`src/logic/adc_ctrl_pkg.sv`:
```
// Constants, register map and types for the converter control block.
//
// Notes on behaviour
// - Gain-stage select routes the input through a gain-of-8 amplifier.
// - Input above high reference reads result_high FFh and low bits 11b.
// - Input below low reference reads zero in both result fields.
// - Power-on enables the converter; conversions repeat until it clears.
// - Each completed conversion sets done flag and loads the 10-bit result.
// - Reading result_high clears the done flag; software cannot write it.
// - Channel field bits 2:0 selects analog input n, n from 0 to 6.
// - Converter clock: /2, undivided when fast and quarter clear, /4 when quarter set, even with fast.
// - Amplifier is powered with the converter by the power-on bit.
// - result_high holds bits 9:2; low register bits 1:0 hold bits 1:0.
// - Offset-calibration bit 4 ties the amplifier input to 0V.
// - Low register bits 7:5 always read zero.
// - Idle sleep leaves conversions alone; deep stop disables, then waits.
// - Clearing power-on switches off converter and amplifier.
package adc_ctrl_pkg;

	// ***************************************************
	// Register indices and byte addresses
	// ***************************************************
	localparam logic [7:0]  IDX_CSR  = 8'h34;
	localparam logic [7:0]  IDX_HIGH = 8'h35;
	localparam logic [7:0]  IDX_LOW  = 8'h36;
	localparam logic [11:0] ADDR_CSR  = {2'h0, IDX_CSR, 2'h0};
	localparam logic [11:0] ADDR_HIGH = {2'h0, IDX_HIGH, 2'h0};
	localparam logic [11:0] ADDR_LOW  = {2'h0, IDX_LOW, 2'h0};

	// ***************************************************
	// Field positions
	// ***************************************************
	localparam int CSR_DONE  = 7;
	localparam int CSR_FAST  = 6;
	localparam int CSR_POWER = 5;
	localparam int LOW_CAL   = 4;
	localparam int LOW_QUART = 3;
	localparam int LOW_GAIN  = 2;

	localparam logic [2:0] CHAN_RESET = 3'h0;
	localparam logic [9:0] CODE_MSB   = 10'h200;
	localparam logic [3:0] BIT_TOP    = 4'h9;

	// ***************************************************
	// Timing
	// ***************************************************
	localparam int CLK_KHZ      = 25000;
	localparam int T_STAB_NS    = 10000;
	localparam int STAB_CYCLES  = (T_STAB_NS * CLK_KHZ + 999999) / 1000000;
	localparam logic [11:0] STAB_COUNT = 12'(STAB_CYCLES);
	localparam logic [3:0]  SAMPLE_TICKS = 4'h8;
	localparam logic [3:0]  BIT_TICKS    = 4'h4;

	typedef enum logic [1:0] {
		ST_IDLE    = 2'b00,
		ST_SAMPLE  = 2'b01,
		ST_CONVERT = 2'b11,
		ST_DONE    = 2'b10
	} conv_state_t;

endpackage

```
`src/logic/adc_control_interface.sv`:
```
// Converter control, result registers and APB slave of the 10-bit converter.
`timescale 1ns/1ns

module adc_control_interface
	import adc_ctrl_pkg::*;
(
	// Clock and reset
	input  wire logic        MCLK,
	input  wire logic        RST_B,

	// APB slave
	input  wire logic        PSEL,
	input  wire logic        PENABLE,
	input  wire logic        PWRITE,
	input  wire logic [11:0] PADDR,
	input  wire logic [31:0] PWDATA,
	output logic      [31:0] PRDATA,
	output logic             PREADY,
	output logic             PSLVERR,

	// Low-power state from the core
	input  wire logic        HALT_MODE,

	// Analog conversion macro
	input  wire logic        COMP_ABOVE,
	output logic             CONV_POWER,
	output logic             AMP_POWER,
	output logic             GAIN_STAGE_SELECT,
	output logic             OFFSET_CALIBRATION,
	output logic      [2:0]  CHANNEL_SELECT,
	output logic             CONVERTER_CLOCK,
	output logic             SAMPLE_HOLD,
	output logic      [9:0]  TRIAL_CODE
);

	// ***************************************************
	// Functions
	// ***************************************************
	function automatic logic [9:0] bit_mask(input logic [3:0] idx);
		bit_mask = 10'(10'h001 << idx);
	endfunction

	function automatic logic tick_due(input logic fast, input logic quarter,
	                                  input logic [1:0] cnt);
		if (quarter) begin
			tick_due = (cnt == 2'h3);
		end else if (fast) begin
			tick_due = 1'b1;
		end else begin
			tick_due = cnt[0];
		end
	endfunction

	// ***************************************************
	// Declarations
	// ***************************************************
	logic        power_q;
	logic        fast_q;
	logic [2:0]  chan_q;
	logic        cal_q;
	logic        quarter_q;
	logic        gain_q;
	logic        done_q;
	logic [9:0]  result_q;
	logic [31:0] prdata_q;
	logic        pslverr_q;
	logic        high_stale_q;
	logic [1:0]  div_q;
	logic        tick;
	logic        comp_meta_q;
	logic        comp_q;
	logic        halt_q;
	logic [11:0] stab_q;
	logic        run;
	conv_state_t state_q;
	logic [3:0]  step_q;
	logic [3:0]  bit_q;
	logic [9:0]  code_q;
	logic        setup;
	logic        access;
	logic        wr;
	logic        rd_high;
	logic        hit;
	logic        finish;

	// ***************************************************
	// APB decode
	// ***************************************************
	assign setup   = PSEL && !PENABLE;
	assign access  = PSEL && PENABLE;
	assign wr      = access && PWRITE;
	assign rd_high = access && !PWRITE && (PADDR == ADDR_HIGH);
	assign PREADY  = 1'b1;
	assign PRDATA  = prdata_q;
	assign PSLVERR = access && pslverr_q;

	always_comb begin
		if (PADDR == ADDR_CSR) begin
			hit = 1'b1;
		end else if (PADDR == ADDR_HIGH) begin
			hit = 1'b1;
		end else if (PADDR == ADDR_LOW) begin
			hit = 1'b1;
		end else begin
			hit = 1'b0;
		end
	end

	// Read data is captured in the setup cycle so that it comes from a
	// flip-flop; the done flag may still rise before the access edge, and
	// that later value is then seen by the next poll, never lost.
	// A result that lands on the setup edge itself is missing from the
	// captured data, so that read must leave the done flag set.
	always_ff @(posedge MCLK) begin
		if (!RST_B) begin
			prdata_q     <= 32'h0000_0000;
			pslverr_q    <= 1'b0;
			high_stale_q <= 1'b0;
		end else if (setup) begin
			high_stale_q <= finish;
			pslverr_q <= !hit;
			prdata_q  <= 32'h0000_0000;
			if (PADDR == ADDR_CSR) begin
				prdata_q[CSR_DONE]  <= done_q;
				prdata_q[CSR_FAST]  <= fast_q;
				prdata_q[CSR_POWER] <= power_q;
				prdata_q[2:0]       <= chan_q;
			end else if (PADDR == ADDR_HIGH) begin
				prdata_q[7:0] <= result_q[9:2];
			end else if (PADDR == ADDR_LOW) begin
				prdata_q[LOW_CAL]   <= cal_q;
				prdata_q[LOW_QUART] <= quarter_q;
				prdata_q[LOW_GAIN]  <= gain_q;
				prdata_q[1:0]       <= result_q[1:0];
			end
		end
	end

	// ***************************************************
	// Control registers
	// ***************************************************
	// Reserved control bits 4:3 are not stored and read back as zero.
	always_ff @(posedge MCLK) begin
		if (!RST_B) begin
			power_q <= 1'b0;
			fast_q  <= 1'b0;
			chan_q  <= CHAN_RESET;
		end else if (wr && PADDR == ADDR_CSR) begin
			power_q <= PWDATA[CSR_POWER];
			fast_q  <= PWDATA[CSR_FAST];
			chan_q  <= PWDATA[2:0];
		end
	end

	always_ff @(posedge MCLK) begin
		if (!RST_B) begin
			cal_q     <= 1'b0;
			quarter_q <= 1'b0;
			gain_q    <= 1'b0;
		end else if (wr && PADDR == ADDR_LOW) begin
			cal_q     <= PWDATA[LOW_CAL];
			quarter_q <= PWDATA[LOW_QUART];
			gain_q    <= PWDATA[LOW_GAIN];
		end
	end

	// ***************************************************
	// Done flag
	// ***************************************************
	// A completion in the same cycle as the clearing read wins, so a fresh
	// result is always announced. Writes to the flag are ignored.
	always_ff @(posedge MCLK) begin
		if (!RST_B) begin
			done_q <= 1'b0;
		end else if (finish) begin
			done_q <= 1'b1;
		end else if (rd_high && !high_stale_q) begin
			done_q <= 1'b0;
		end
	end

	// Both halves load together; an unread result is simply replaced.
	always_ff @(posedge MCLK) begin
		if (!RST_B) begin
			result_q <= 10'h000;
		end else if (finish) begin
			result_q <= code_q;
		end
	end

	// ***************************************************
	// Converter clock divider
	// ***************************************************
	always_ff @(posedge MCLK) begin
		if (!RST_B) begin
			div_q <= 2'h0;
		end else if (!run) begin
			div_q <= 2'h0;
		end else begin
			div_q <= div_q + 2'h1;
		end
	end

	assign tick = run && tick_due(fast_q, quarter_q, div_q);

	// ***************************************************
	// Low-power handling
	// ***************************************************
	// Halt powers the converter down; after wakeup the analog part needs
	// time to settle, so conversions are held back by a counter.
	always_ff @(posedge MCLK) begin
		if (!RST_B) begin
			halt_q <= 1'b0;
		end else begin
			halt_q <= HALT_MODE;
		end
	end

	always_ff @(posedge MCLK) begin
		if (!RST_B) begin
			stab_q <= 12'h000;
		end else if (halt_q && !HALT_MODE) begin
			stab_q <= STAB_COUNT;
		end else if (stab_q != 12'h000) begin
			stab_q <= stab_q - 12'h001;
		end
	end

	// Idle sleep has no input here at all: it cannot touch conversions.
	// The delayed halt copy also blocks the wakeup cycle itself, before the
	// counter has been loaded.
	assign run = power_q && !HALT_MODE && !halt_q &&
	             (stab_q == 12'h000);

	// ***************************************************
	// Comparator synchroniser
	// ***************************************************
	always_ff @(posedge MCLK) begin
		if (!RST_B) begin
			comp_meta_q <= 1'b0;
			comp_q      <= 1'b0;
		end else begin
			comp_meta_q <= COMP_ABOVE;
			comp_q      <= comp_meta_q;
		end
	end

	// ***************************************************
	// Successive approximation sequencer
	// ***************************************************
	// Each bit waits several converter ticks so that the comparator answer
	// has crossed the synchroniser even at the undivided rate. Over-range
	// inputs keep every trial bit and under-range inputs drop them all.
	always_ff @(posedge MCLK) begin
		if (!RST_B) begin
			state_q <= ST_IDLE;
			step_q  <= 4'h0;
			bit_q   <= BIT_TOP;
			code_q  <= 10'h000;
		end else if (!run) begin
			state_q <= ST_IDLE;
			step_q  <= 4'h0;
			bit_q   <= BIT_TOP;
			code_q  <= 10'h000;
		end else begin
			case (state_q)
				ST_IDLE: begin
					state_q <= ST_SAMPLE;
					step_q  <= 4'h0;
				end
				ST_SAMPLE: begin
					if (tick) begin
						if (step_q == SAMPLE_TICKS - 4'h1) begin
							state_q <= ST_CONVERT;
							step_q  <= 4'h0;
							bit_q   <= BIT_TOP;
							code_q  <= CODE_MSB;
						end else begin
							step_q <= step_q + 4'h1;
						end
					end
				end
				ST_CONVERT: begin
					if (tick) begin
						if (step_q == BIT_TICKS - 4'h1) begin
							step_q <= 4'h0;
							if (bit_q == 4'h0) begin
								state_q <= ST_DONE;
								if (!comp_q) begin
									code_q <= code_q & ~bit_mask(bit_q);
								end
							end else begin
								bit_q <= bit_q - 4'h1;
								if (comp_q) begin
									code_q <= code_q | bit_mask(bit_q - 4'h1);
								end else begin
									code_q <= (code_q & ~bit_mask(bit_q)) |
									          bit_mask(bit_q - 4'h1);
								end
							end
						end else begin
							step_q <= step_q + 4'h1;
						end
					end
				end
				ST_DONE: begin
					state_q <= ST_SAMPLE;
					step_q  <= 4'h0;
				end
				default: begin
					state_q <= ST_IDLE;
				end
			endcase
		end
	end

	assign finish = run && (state_q == ST_DONE);

	// ***************************************************
	// Analog macro controls
	// ***************************************************
	// No interrupt output exists; software polls the done flag.
	assign CONV_POWER         = power_q && !HALT_MODE;
	assign AMP_POWER          = power_q && !HALT_MODE;
	assign GAIN_STAGE_SELECT  = gain_q;
	assign OFFSET_CALIBRATION = cal_q;
	assign CHANNEL_SELECT     = chan_q;
	assign CONVERTER_CLOCK    = tick;
	assign SAMPLE_HOLD        = (state_q == ST_SAMPLE);
	assign TRIAL_CODE         = code_q;

endmodule

```
`config.mk`:
```
export PLATFORM = sky130hd
export DESIGN_NAME = adc_control_interface
export DESIGN_NICKNAME = d
export VERILOG_FILES = /design/src/logic/adc_ctrl_pkg.sv /design/src/logic/adc_control_interface.sv
export SDC_FILE = /design/constraint.sdc
export NUM_CORES = 1
export LEC_CHECK = 0
export ABC_CLOCK_PERIOD_IN_PS = 3990
export CAP_MARGIN = 20
export CELL_PAD_IN_SITES_DETAIL_PLACEMENT = 1
export CELL_PAD_IN_SITES_GLOBAL_PLACEMENT = 1
export CORE_MARGIN = 2
export CORE_UTILIZATION = 45
export DETAILED_ROUTE_END_ITERATION = 8
export DONT_BUFFER_PORTS = 1
export PLACE_DENSITY_LB_ADDON = 0.1
export SLEW_MARGIN = 20
export SYNTH_ARGS = -nofsm -noshare
export SYNTH_HDL_FRONTEND = slang
export SYNTH_SLANG_ARGS = --single-unit
```
`constraint.sdc`:
```
create_clock -name MCLK -period 3.99 [get_ports MCLK]
set_clock_uncertainty 0.1 [all_clocks]
set_input_delay 0.9975 -clock MCLK [delete_from_list [all_inputs] [get_ports MCLK]]
set_output_delay 0.9975 -clock MCLK [all_outputs]
set_load 0.005 [all_outputs]
```
==> summary.md, run 1 <==
| Metric | Value |
|---|---|
| Antenna violations before repair | 0 |
| WHS Path Cells | 1 |
| Final setup vio count | 0 |
| DP Cell Count | 497 |
| Max Clk Rate | 283.7 MHz |
| Area grow syn2layout | 4.829% |
| HP Start | comp_meta_q |
| Num CTS Buffers | 9 |
| Largest net degree at the start of global routing | 43 |
| Post-CTS Hold Fix Bufs | 0 |
| Setup Fix Bufs, Post-CTS | 0 |
| Logic pwr share | 22.0% |
| CTS Buffer Depth | 2 |
| First-pass GRT wire length | 14.09 mm |
| P_leak | 1.309 nW |
| # rows | 32 |
| CTS tree | yes |
| Port bufs | 0 |
| Int Pwr | 1.274 mW |
| DRT antenna net count | 0 |
| Worst-margin pin slew | 811.4 ps |
| Cell taking the most area after synthesis | dfxtp_1 |
| Synth area leaders | dfxtp_1, a21boi_0, buf_4 |
| Final worst-path cycle share | 88.35% |
| Crit. End Element | output port |
| Top post-synthesis cells by count | dfxtp_1, nand2_1, a21boi_0, buf_4, a21oi_1 |
| Initial DRC Count | 108 |
| Routed wire length | 8.549 mm |
| Die W | 92.49 um |
| Gp weighted congestion | 0.8392 |
| Hpwl dp | 6.099 mm |
| Largest vdd supply drop | 0.3244 mV |
| Root Buffer | clkbuf_8 |
| Vias in the first global route | 2791 |
| Clk sinks | 66 |
| Fraction of layout cells with a size suffix above 1 | 7.543% |
| NumNets Final | 466 |
| Pwr per Cell Area | 487.6 nW/um^2 |
| Fin util | 48.30% |
| Avg WL per Cell | 16.66 um |
| Reg2Reg Depth | 7 |
| Shortest period the worst path allows | 3525 ps |
| Synth async-reset ratio | 0% |
| Arr. time, crit path | 2430 ps |
| CTS resizes | 0 |
| WHS Endpoint | comp_q |
| # DRC | 0 |
| Final std cells w/o fill | 513 |
| Top_reg_cell synth | dfxtp_1 |
| RSZ-0062 raised after global routing | false |
| Worst Hold Class | reg -> reg |
| Setup TNS Final | 0 ps |
| Core Area | 7647 sq um |
| Kind of critical path | reg -> out |
| Synth top area share | 37.50% |
| Number of max-cap violations | 0 |
| Vias/cell | 5.558 |
| Synthesis Warnings | 0 |
| Post-Syn Area | 3523 sq um |
| Syn_area_per_cell | 8.470 sq um |
| Gr usage total | 20.89% |
| Slew HR | 45.41% |
| Yosys cell types | 55 |
| Final count of hold timing violations | 0 |
| I/O pin cnt | 104 |
| Flop pwr share | 43.1% |
| Sw power | 527.0 uW |
| Die area | 8553 sq um |
| 1st-pass router iterations | 4 |
| Die height | 92.49 um |
| Clk_lat worst skew | 350 ps |
| Most frequent cell after synthesis | dfxtp_1 |
| Worst-path clk slew | 70 ps |
| Yosys reg bits | 66 |
| H-tree levels | 3 |
| N_diodes | 0 |
| GRT Residual Overflow | 0 |
| Starting density of the core | 46.07% |
| CP required | 2890 ps |
| Startpoint types | flip-flop |
| Sw Share | 29.26% |
| Syn Inst Count | 416 |
| Max Slew Vio Count | 0 |
| Via count | 2851 |
| Worst reg2reg endpoint | high_stale_q |
| Post-synth EDFFs | 0 |
| Reg2Reg Setup Slack | 1430 ps |
| Clock power frac | 34.9% |
| Post-synthesis sequential area ratio | 37.50% |
| Outcome | complete, no violations |
| CP Max Fanout | 7 |
| Launching point of the worst reg2reg path | stab_q[0] |
## registers in the layout (all words and copies together), names as in the netlist, 2 cells and up
signal / count
div_q: 2
state_q: 2
PRDATA: 8
stab_q: 12
result_q: 10
step_q: 4
TRIAL_CODE: 10
bit_q: 4
CHANNEL_SELECT: 3
## worst max path at each step
stage	from	endpoint	slack, ps	cells past startpoint
floorplan	stab_q[0]	CONVERTER_CLOCK	1040	6
global placement	stab_q[0]	CONVERTER_CLOCK	860	5
detailed placement	stab_q[0]	CONVERTER_CLOCK	830	5
CTS	stab_q[0]	CONVERTER_CLOCK	440	5
global route	stab_q[0]	CONVERTER_CLOCK	330	5
finish	stab_q[0]	CONVERTER_CLOCK	460	5
## per-stage QoR
step / instance area, sq um / worst slack (ps) / power [mW] / hold slack [ps]
after floorplan: 3610 / 1042 / 1.145 / 311.9
after global placement: 3467 / 858.0 / 1.166 / 321.1
after detailed placement: 3467 / 828.5 / 1.186 / 323.8
after CTS: 3686 / 435.4 / 1.827 / 339.5
after global routing: 3694 / 333.3 / 1.906 / 358.0
final: 3694 / 464.7 / 1.801 / 338.5
## critical path, cell delays in order (launching register included)
cell and delay (ps):
dfxtp_1 310, inv_1 80, ha_1 190, or4b_1 540, or4_1 610, nor3_4 340
## cell usage in the layout (no fill, tap or decap), drive strengths merged, types with 3 or more instances in the layout
cell type,n
a21oi,25
clkbuf,13
a22o,4
nor3,9
mux2i,11
nor2,21
and3,5
nand2b,6
ha,8
nor4,6
a21boi,26
inv,12
nor2b,16
or4,5
buf,4
conb,25
o21a,4
xor2,5
and2,6
nand3,22
mux2,3
nor3b,3
a32o,3
nand4,4
xnor2,6
o21ai,25
dfxtp,66
nand2,41
## cell families after synthesis
logic type               after synthesis  synth area share (%)
XOR/XNOR                              11                 2.734
AO/OA/AOI/OAI                         98                 17.79
flip-flops                            66                 37.50
multiplexers                          14                 4.084
buffers and inverters                 59                 9.588
adder cells (fa/ha/maj)                8                 2.841
other                                  2                0.2131
AND/OR/NAND/NOR                      158                 25.25
## power by group through the flow
stage	logic [mW]	registers (mW)	clock network (mW)
floorplan	0.369	0.776	0
global placement	0.378	0.788	0
detailed placement	0.397	0.790	0
CTS	0.401	0.776	0.650
global route	0.445	0.788	0.673
finish	0.396	0.776	0.629
## layer usage
layer	global-route usage, %	up-vias	part of all wire [%]
li1	-	1397	-
met1	26.49	1369	46
met2	34.25	75	48
met3	6.347	10	5.3
met4	6.095	0	1.3
met5	0	-	0
## area by class of cell
type	instances	area, sq um
clock buffers	13	158.9
clock inverters	2	60.06
fillers	936	3954
inverters	12	45.04
multi-input cells	314	1951
flip-flops and latches	66	1321
well taps	102	127.6
repair buffers	4	30.03
Power figures use the tool's default switching activity.
==> run 2, diff against run 1 <==
- CTS_BUF_LIST: unset -> sky130_fd_sc_hd__clkbuf_4 sky130_fd_sc_hd__clkbuf_8 sky130_fd_sc_hd__clkbuf_16
==> run 2 against run 1 <==
Flip-flop and latch count stayed put. Die area stayed put. Sequential power about the same. Cell area is 0.20% higher. Non-clock buffer count stayed put. Largest cell class unchanged. Combinational power hardly changed. Hold slack did not move.
==> summary.md, run 2 (same netlist as run 1, synthesis figures left out) <==
| Metric | Value |
|---|---|
| Pwr per Cell Area | 490.8 nW/um^2 (+0.66%) |
| Setup Fix Bufs, Post-CTS | 0 (unchanged) |
| CP required | 2890 ps (about the same) |
| Clk_lat worst skew | 350 ps (about the same) |
| Final setup vio count | 0 (unchanged) |
| Worst path max stage delay | 610 ps (about the same) |
| # rows | 32 (unchanged) |
| Launching point of the worst reg2reg path | stab_q[0] |
| Startpoint types | flip-flop |
| HP Start | comp_meta_q |
| CTS tree | yes |
| Crit path launch | stab_q[0] |
| Fraction of layout cells with a size suffix above 1 | 8.029% (+0.49 points) |
| Critical path depth | 5 (unchanged) |
| Outcome | complete, no violations |
| Shortest period the worst path allows | 3527 ps (+1.527 ps) |
| Number of flip-flops in the largest register | 12 (unchanged) |
| Num CTS Buffers | 9 (unchanged) |
| Die height | 92.49 um (unchanged) |
| N_diodes | 0 (unchanged) |
| I/O pin cnt | 104 (unchanged) |
| NumNets Final | 466 (unchanged) |
| Highest-count cells in the layout ignoring fill and taps | dfxtp_1, nand2_1, a21boi_0 |
| Setup TNS Final | 0 ps (unchanged) |
| CTS Buffer Depth | 2 (unchanged) |
| Starting density of the core | 46.07% (unchanged) |
| Reg with most FFs | stab_q |
| Clk sinks | 66 (unchanged) |
| Die area | 8553 sq um (unchanged) |
| Final count of hold timing violations | 0 (unchanged) |
| First-pass GRT wire length | 14.11 mm (+0.15%) |
| Crit path buf inv count | 1 (unchanged) |
| Worst-path clk slew | 70 ps (about the same) |
| Worst-margin pin slew | 826.1 ps (+14.69 ps) |
| CTS resizes | 0 (unchanged) |
| Fillers | 937 (+0.11%) |
| # DRC | 0 (unchanged) |
| Vias in the first global route | 2799 (+0.29%) |
| Core Area | 7647 sq um (unchanged) |
| P_leak | 1.316 nW (+0.52%) |
| Area grow syn2layout | 5.043% |
| Slew HR | 44.42% (-0.99 points) |
| Antenna violations before repair | 0 (unchanged) |
| Largest net degree at the start of global routing | 43 (unchanged) |
| Avg WL per Cell | 16.61 um (-0.35%) |
| Crit-path leading delay family | simple AND/OR/NAND/NOR gates |
| Die W | 92.49 um (unchanged) |
| H-tree levels | 3 (unchanged) |
| Routed wire length | 8.519 mm (-0.35%) |
| Commonest non-fill, non-tap cell in the layout | dfxtp_1 |
| Final instance area | 3701 sq um (+0.20%) |
| DP Cell Count | 497 (unchanged) |
| DRT antenna net count | 0 (unchanged) |
| Crit. End Element | output port |
| Final worst-path cycle share | 88.39% (about the same) |
| CP Cell Sequence | inv_1 > ha_1 > or4b_1 > or4_1 > nor3_4 |
| Max Clk Rate | 283.5 MHz (about the same) |
| Gp weighted congestion | 0.8392 (unchanged) |
| WHS Path Cells | 1 (unchanged) |
| Largest vdd supply drop | 0.3459 mV (+6.6%) |
| Gr usage total | 20.93% (+0.034 points) |
| Max Slew Vio Count | 0 (unchanged) |
| Initial DRC Count | 125 (+16%) |
| 1st-pass router iterations | 4 (unchanged) |
| Crit path max-delay cell type | or4_1 |
| Post-CTS Hold Fix Bufs | 0 (unchanged) |
| Hpwl dp | 6.099 mm (unchanged) |
| Arr. time, crit path | 2430 ps (about the same) |
| Reg2Reg Depth | 7 (unchanged) |
| Worst Hold Class | reg -> reg |
| Root Buffer | clkbuf_8 |
| Post-DP Area | 3467 sq um (unchanged) |
| CP Max Fanout | 7 (unchanged) |
| Via count | 2866 (+0.53%) |
| Final std cells w/o fill | 513 (unchanged) |
| RSZ-0062 raised after global routing | false |
| Number of max-cap violations | 0 (unchanged) |
| GRT Residual Overflow | 0 (unchanged) |
| Vias/cell | 5.587 (+0.53%) |
| Port bufs | 0 (unchanged) |
| Total power | 1.817 mW (+0.87%) |
| Kind of critical path | reg -> out |
[run 2: cell counts in the layout (fill, tap and decap cells not counted)]
No cell type changed its count.
[run 2: area by class of cell]
| class | count | area [sq um] | area share (%) |
|---|---|---|---|
| repair buffers | 4 | 30.03 | 0.8114 |
| multi-input cells | 314 | 1951 | 52.70 |
| flip-flops and latches | 66 | 1321 | 35.70 |
| well taps | 102 | 127.6 | 3.448 |
| clock buffers | 13 | 166.4 | 4.496 |
| inverters | 12 | 45.04 | 1.217 |
| clock inverters | 2 | 60.06 | 1.623 |
[run 2: routing by layer]
metal | GRT usage (%) | vias up | part of all wire (%)
li1 | - | 1398 | -
met1 | 26.49 | 1381 | 45
met2 | 34.37 | 77 | 48
met3 | 6.347 | 10 | 5.5
met4 | 6.095 | 0 | 1.3
met5 | 0 | - | 0
[run 2: metrics by stage]
step / util (%) / hold WS, ps / worst slack [ps]
floorplan: - / 311.9 / 1042
global placement: 45.34 / 321.1 / 858.0
detailed placement: 45.34 / 323.8 / 828.5
CTS: 48.30 / 339.5 / 435.4
global route: 48.40 / 358.0 / 333.3
finish: 48.40 / 338.5 / 463.2
[run 2: worst paths after layout]
path                endpoint  slack [ps]
min reg2reg           comp_q         340
max          CONVERTER_CLOCK         460
max reg2reg     high_stale_q        1440
min                   comp_q         340
[run 2: power breakdown]
group / switching, mW / internal (mW) / leakage, nW
logic: 0.223 / 0.173 / 0.665
registers: 0.0589 / 0.717 / 0.535
clock network: 0.247 / 0.397 / 0.117
total: 0.529 / 1.29 / 1.32
